==> src/include/ppdc_pkg.sv <==
// Package for the port pull-up and direction control block.
// Assumes an APB register bus with 32-bit data and one word per register.
package ppdc_pkg;

    // ------------------------------------------------------------
    // Sizes
    // ------------------------------------------------------------
    localparam int PPDC_PORTS = 4;
    localparam int PPDC_PINS = 8;
    localparam int PPDC_AW = 8;

    // ------------------------------------------------------------
    // Register map: per port a block of four words
    // ------------------------------------------------------------
    localparam logic [7:0] PPDC_OFS_DIR = 8'h00;
    localparam logic [7:0] PPDC_OFS_PULLUP = 8'h04;
    localparam logic [7:0] PPDC_OFS_STATUS = 8'h08;
    localparam logic [7:0] PPDC_PORT_STRIDE = 8'h10;
    localparam int PPDC_PORT_SEL_LSB = 4;

    // ------------------------------------------------------------
    // Reset values
    // ------------------------------------------------------------
    localparam logic [7:0] PPDC_RST_DIR = 8'h00;
    localparam logic [7:0] PPDC_RST_PULLUP = 8'h00;

    // ------------------------------------------------------------
    // Direction encoding
    // ------------------------------------------------------------
    localparam logic PPDC_DIR_IN = 1'b0;
    localparam logic PPDC_DIR_OUT = 1'b1;

    // ------------------------------------------------------------
    // Pin usage from the rest of the chip, one struct per port
    // ------------------------------------------------------------
    typedef struct packed {
        logic [PPDC_PINS-1:0] periph_out;
        logic [PPDC_PINS-1:0] ext_bus;
        logic [PPDC_PINS-1:0] bus_wait;
    } ppdc_use_t;

    typedef struct packed {
        logic [PPDC_PINS-1:0] pullup_on;
        logic [PPDC_PINS-1:0] drive_en;
    } ppdc_pad_t;

    typedef enum logic [1:0] {
        PPDC_IDLE,
        PPDC_ACCESS
    } ppdc_state_t;

endpackage

==> src/hw/ppdc_top.sv <==
// Port pull-up and direction control, all ports in one module.
// Assumes an APB master on CLK and a synchronous active-high reset.
//
// Function
// - Pull-up on when pin is input and its pull-up bit is one.
// - Pull-up settings and state kept through deep software standby.
// - Pull-up off when pin is general or peripheral output.
// - Pull-up off for external bus pins, except the bus wait input.
// - Direction bit zero selects input, one selects output.
// - Pins stay inputs from reset release until software sets output.
`timescale 1ns/1ns
module ppdc_top
    import ppdc_pkg::*;
(
    input wire logic CLK,
    input wire logic SYS_RST,
    input wire logic PSEL,
    input wire logic PENABLE,
    input wire logic PWRITE,
    input wire logic [PPDC_AW-1:0] PADDR,
    input wire logic [31:0] PWDATA,
    input wire logic [3:0] PSTRB,
    output logic [31:0] PRDATA,
    output logic PREADY,
    output logic PSLVERR,
    input wire logic DEEP_STANDBY,
    input wire ppdc_use_t [PPDC_PORTS-1:0] PIN_USE,
    output ppdc_pad_t [PPDC_PORTS-1:0] PAD_CTRL
);

    // ------------------------------------------------------------
    // Register state
    // ------------------------------------------------------------
    logic [PPDC_PINS-1:0] dir_ctrl [PPDC_PORTS];
    logic [PPDC_PINS-1:0] pullup_ctrl [PPDC_PORTS];
    logic [PPDC_PINS-1:0] next_dir_ctrl [PPDC_PORTS];
    logic [PPDC_PINS-1:0] next_pullup_ctrl [PPDC_PORTS];
    logic [PPDC_PINS-1:0] pin_status [PPDC_PORTS];
    logic [PPDC_PINS-1:0] pullup_gate [PPDC_PORTS];
    logic [PPDC_PINS-1:0] drive_gate [PPDC_PORTS];
    ppdc_pad_t [PPDC_PORTS-1:0] pad;
    ppdc_pad_t [PPDC_PORTS-1:0] next_pad;

    // ------------------------------------------------------------
    // Bus state
    // ------------------------------------------------------------
    ppdc_state_t state;
    ppdc_state_t next_state;
    logic [31:0] next_prdata;
    logic next_pslverr;
    logic [PPDC_PINS-1:0] read_word;
    logic read_err;

    // ------------------------------------------------------------
    // Address decode
    // ------------------------------------------------------------
    logic [PPDC_AW-1:0] reg_ofs;
    logic [PPDC_AW-PPDC_PORT_SEL_LSB-1:0] port_sel;
    logic [$clog2(PPDC_PORTS)-1:0] port_idx;
    logic port_ok;
    logic setup;
    logic wr_en;

    assign reg_ofs = PADDR & (PPDC_PORT_STRIDE - 8'h01);
    assign port_sel = PADDR[PPDC_AW-1:PPDC_PORT_SEL_LSB];
    assign port_idx = port_sel[$clog2(PPDC_PORTS)-1:0];
    assign port_ok = (int'(port_sel) < PPDC_PORTS) && (PADDR[1:0] == 2'h0);
    assign setup = PSEL && !PENABLE;

    assign wr_en = (state == PPDC_ACCESS) && PWRITE && !PSLVERR
        && PSTRB[0] && !DEEP_STANDBY;

    // ------------------------------------------------------------
    // Direction register
    // ------------------------------------------------------------
    always_comb begin
        for (int p = 0; p < PPDC_PORTS; p++) begin
            next_dir_ctrl[p] = dir_ctrl[p];
        end
        if (wr_en && (reg_ofs == PPDC_OFS_DIR)) begin
            next_dir_ctrl[port_idx] = PWDATA[PPDC_PINS-1:0];
        end
    end

    always_ff @(posedge CLK) begin
        if (SYS_RST) begin
            for (int p = 0; p < PPDC_PORTS; p++) begin
                dir_ctrl[p] <= PPDC_RST_DIR;
            end
        end else begin
            for (int p = 0; p < PPDC_PORTS; p++) begin
                dir_ctrl[p] <= next_dir_ctrl[p];
            end
        end
    end

    // ------------------------------------------------------------
    // Pull-up register
    // ------------------------------------------------------------
    always_comb begin
        for (int p = 0; p < PPDC_PORTS; p++) begin
            next_pullup_ctrl[p] = pullup_ctrl[p];
        end
        if (wr_en && (reg_ofs == PPDC_OFS_PULLUP)) begin
            next_pullup_ctrl[port_idx] = PWDATA[PPDC_PINS-1:0];
        end
    end

    always_ff @(posedge CLK) begin
        if (SYS_RST) begin
            for (int p = 0; p < PPDC_PORTS; p++) begin
                pullup_ctrl[p] <= PPDC_RST_PULLUP;
            end
        end else begin
            for (int p = 0; p < PPDC_PORTS; p++) begin
                pullup_ctrl[p] <= next_pullup_ctrl[p];
            end
        end
    end

    // ------------------------------------------------------------
    // Pad control per pin
    // ------------------------------------------------------------
    genvar gp, gb;
    generate
        for (gp = 0; gp < PPDC_PORTS; gp++) begin : g_port
            for (gb = 0; gb < PPDC_PINS; gb++) begin : g_pin
                logic is_out;
                logic bus_force;
                assign is_out = (dir_ctrl[gp][gb] == PPDC_DIR_OUT)
                    || PIN_USE[gp].periph_out[gb];
                assign bus_force = PIN_USE[gp].ext_bus[gb]
                    && !PIN_USE[gp].bus_wait[gb];
                assign pullup_gate[gp][gb] = pullup_ctrl[gp][gb]
                    && !is_out && !bus_force;
                assign drive_gate[gp][gb] = dir_ctrl[gp][gb] == PPDC_DIR_OUT;
                assign pin_status[gp][gb] = pad[gp].pullup_on[gb];
            end
        end
    endgenerate

    always_comb begin
        for (int p = 0; p < PPDC_PORTS; p++) begin
            next_pad[p].pullup_on = pullup_gate[p];
            next_pad[p].drive_en = drive_gate[p];
        end
    end

    always_ff @(posedge CLK) begin
        if (SYS_RST) begin
            pad <= '0;
        end else begin
            pad <= next_pad;
        end
    end

    // ------------------------------------------------------------
    // Read data and error select
    // ------------------------------------------------------------
    always_comb begin
        read_word = 8'h00;
        read_err = 1'b0;
        if (!port_ok) begin
            read_err = 1'b1;
        end else if (reg_ofs == PPDC_OFS_DIR) begin
            read_word = dir_ctrl[port_idx];
        end else if (reg_ofs == PPDC_OFS_PULLUP) begin
            read_word = pullup_ctrl[port_idx];
        end else if (reg_ofs == PPDC_OFS_STATUS) begin
            read_word = pin_status[port_idx];
            read_err = PWRITE;
        end else begin
            read_err = 1'b1;
        end
    end

    // ------------------------------------------------------------
    // APB slave
    // ------------------------------------------------------------
    always_comb begin
        next_state = state;
        next_prdata = PRDATA;
        next_pslverr = 1'b0;
        case (state)
            PPDC_IDLE: begin
                if (setup) begin
                    next_state = PPDC_ACCESS;
                    next_prdata = {{(32-PPDC_PINS){1'b0}}, read_word};
                    next_pslverr = read_err;
                end
            end
            PPDC_ACCESS: begin
                next_state = PPDC_IDLE;
                next_pslverr = PSLVERR;
            end
            default: begin
                next_state = PPDC_IDLE;
            end
        endcase
    end

    always_ff @(posedge CLK) begin
        if (SYS_RST) begin
            state <= PPDC_IDLE;
            PRDATA <= 32'h0000_0000;
            PSLVERR <= 1'b0;
        end else begin
            state <= next_state;
            PRDATA <= next_prdata;
            PSLVERR <= next_pslverr;
        end
    end

    assign PREADY = (state == PPDC_ACCESS);
    assign PAD_CTRL = pad;

endmodule

==> config.mk <==
export PLATFORM = sky130hd
export DESIGN_NAME = ppdc_top
export DESIGN_NICKNAME = d
export VERILOG_FILES = /design/src/include/ppdc_pkg.sv /design/src/hw/ppdc_top.sv
export SDC_FILE = /design/constraint.sdc
export NUM_CORES = 1
export LEC_CHECK = 0
export BUFFER_PORTS_ARGS = -buffer_cell sky130_fd_sc_hd__buf_2
export CAP_MARGIN = 20
export CORE_MARGIN = 1.5
export CORE_UTILIZATION = 44
export CTS_CLUSTER_SIZE = 40
export DETAILED_ROUTE_END_ITERATION = 7
export GPL_ROUTABILITY_DRIVEN = 0
export PLACE_DENSITY_LB_ADDON = 0.12
export SLEW_MARGIN = 20
export SYNTH_ARGS = -nofsm -noshare
export SYNTH_HDL_FRONTEND = slang
export SYNTH_SLANG_ARGS = --single-unit
==> constraint.sdc <==
create_clock -name CLK -period 1.4 [get_ports CLK]
set_input_delay 0.07 -clock CLK [delete_from_list [all_inputs] [get_ports CLK]]
set_output_delay 0.07 -clock CLK [all_outputs]
set_load 0.005 [all_outputs]
==> reports/metrics.yaml <==
synthMuxAreaShare_pct: 8.76
dieArea_mm2: 0.0143
synth_edf_count: 0
clockBufferDepth: 2
critPathKind: "reg -> reg"
synth-xor-area-share_pct: 0
hp-class: "in -> reg"
ant_nets: 0
path_cells: "nor2b_4 -> and3b_2 -> buf_12 -> nand3_2 -> a21oi_2"
worstSetupStartpointType: "flop"
ys_types: 35
drive_above_1_share_pct: 34.7
io_buffers: 192
tns_ns: -0.0573
vias: 6213
synth-async-reset-ratio_pct: 0
slew_viol_final: 0
power_leakage_nw: 3.85
synth_top_area_share_pct: 46.3
finalCriticalPeriod_ns: 1.42
syn2layout_area_growth_pct: 53.6
insertion_delay_ns: 0.42
numPlacedInstances: 997
timing.slew.headroom_pct: 62.1
start_util_pct: 45.1
slowest_stage: "dfxtp_2"
finalSetupViolCount: 5
crit_arrival_ns: 1.78
cp_max_fo: 8
setup.worst_path.end_class: "flop"
viasPerCell: 5.46
yosys_warnings: 0
maxCapViolations: 0
hold_viol_final: 0
ir_worst_vdd_uv: 808
finalCritPeriodShare_pct: 102
cp.required_ns: 1.75
dr.pass1.iters: 7
synth_cells: 648
yosys.area_share.adder_pct: 0
finalNetCount: 1094
syn_area_mm2: 0.00597
htree_levels: 4
grt.overflow.total: 0
synth_top_family_by_area: "simple AND/OR/NAND/NOR gates"
slowest_delay_ns: 0.35
grtUsageTotal_pct: 29.7
clkTransAtPathRegs_ns: 0.05
drtIter0Drc: 525
synth_ff_type: "dfxtp_1"
cts_tree: "yes"
die_w_um: 120
worst_pin_slew_ns: 0.569
routed_wl_mm: 22.1
violations: "negative setup slack"
synthTopCellsByArea: "dfxtp_1, a21oi_1, mux4_2"
grt_pass1_wl_mm: 32.6
drc: 0
fin_skew_ns: 0.00606
max_freq_ghz: 0.703
avgSynthCellArea_um2: 9.22
holdWs_ns: 0.0276
synthSimpleGateAreaFrac_pct: 18.8
io_pins: 244
ys_seq_area_share_pct: 46.3
routedWlPerCell_um: 19.4
layout.cells.non_filler: 1138
fin_util_pct: 69.3
grt_pass1_vias: 6087
grt_max_degree: 59
power.density_mw_per_mm2: 988
rsz0062_at_grt: "true"
synth_seq_cells: 138
status: "finished, violations left"
antenna_found_initial: 1
yosysMostFrequentCell: "dfxtp_1"
synth_compound_area_share_pct: 16.3
cts_root_buf: "clkbuf_16"
rows: 42
cts_inserted_buffers: 17
synth_common_cells: "dfxtp_1, a21oi_1, o21ai_1"
yosysTopAreaCell: "dfxtp_1"
hpwl_mm: 13.9
worst_slack_ns: -0.0215
core_mm2: 0.0132
cts.sinks: 138
fp.dieH_um: 120
[flip-flops by register name, indices dropped and copies added, names as in the netlist]
name / cells
pullup_ctrl: 32
PSLVERR: 1
state: 1
PAD_CTRL: 64
dir_ctrl: 32
PRDATA: 8
[through the flow]
step                      power [mW]  setup slack [ns]  area (um2)
after floorplan                 4.31            0.0647        6060
after global placement          4.53            -0.230        7190
after detailed placement        4.54            -0.233        7190
after CTS                       9.04           0.00485        8850
after global routing            9.35           -0.0983        9170
final                           9.06           -0.0215        9170
[power breakdown]
group / switching (mW) / leakage, nW / internal [mW]
registers: 0.00367 / 1.11 / 3.93
clock network: 1.62 / 0.289 / 2.71
logic: 0.378 / 2.45 / 0.427
[placed cells by master, fill, tap and decap left out, types with 6 or more instances in the layout]
cell           Yosys  routed
mux4_2            17      17
conb_1             1      24
buf_4             27      32
clkbuf_8           0       6
buf_2             24     191
nand3_1           72      50
buf_12             0       9
mux2i_1           14      14
dlygate4sd3_1      0     104
a32oi_1            7       7
nand2_1           17      17
a21oi_2            0      20
or4b_1            32      32
o21ai_1           75      75
nor2b_1           36      34
nand3_2            0      14
nand3_4            0       8
a21oi_1           96      76
clkbuf_16          0      21
dfxtp_1          138     137
inv_1             33      33
[cells by family after synthesis]
logic type | Yosys count
simple gates | 176
mux | 31
flops | 138
compound gates | 187
buf+inv | 115
other cells | 1
[critical path: cells and delay by family, from the launching register on]
family                 cells  cell delay, ns
AND/OR/NAND/NOR            3            0.66
AO/OA/AOI/OAI              1            0.15
flip-flops                 1            0.35
buffers and inverters      1            0.20
[routing by layer]
layer  track usage [%]  part of all wire [%]  up-vias
li1                  -                     -     2869
met1              39.1                    41     2960
met2              48.0                    48      337
met3              6.61                   8.9       47
met4              10.8                   2.5        0
met5                 0                     0        -
[cell type report]
class	count	area [um2]
Multi-Input combinational cell	418	2970
Sequential cell	138	2760
Tap cell	176	220
Inverter	33	124
Clock inverter	7	62.6
Clock buffer	25	515
Fill cell	1006	4070
Timing Repair Buffer	340	2520
Antenna cell	1	2.50
[final timing paths]
kind	startpoint	to	slack, ns	depth (start not counted)
hold / removal	PENABLE	state[0]$_SDFFE_PP0P_	0.03	3
setup / recovery	state[0]$_SDFFE_PP0P_	dir_ctrl[0][3]$_SDFFE_PP0P_	-0.02	5
hold reg to reg	PRDATA[1]$_SDFFE_PP0P_	PRDATA[1]$_SDFFE_PP0P_	0.45	2
setup reg to reg	state[0]$_SDFFE_PP0P_	dir_ctrl[0][3]$_SDFFE_PP0P_	-0.02	5
[timing repair]
| action | in CTS | in global routing |
|---|---|---|
| cloned | 1 | 3 |
| buffers inserted | 0 | 1 |
| setup endpoints to repair | 64 | 69 |
| hold buffers | 104 | 0 |
| hold endpoints to repair | 91 | 0 |
| gates resized for setup | 5 | 53 |
| pin swaps | 0 | 11 |
Power figures use the tool's default switching activity.
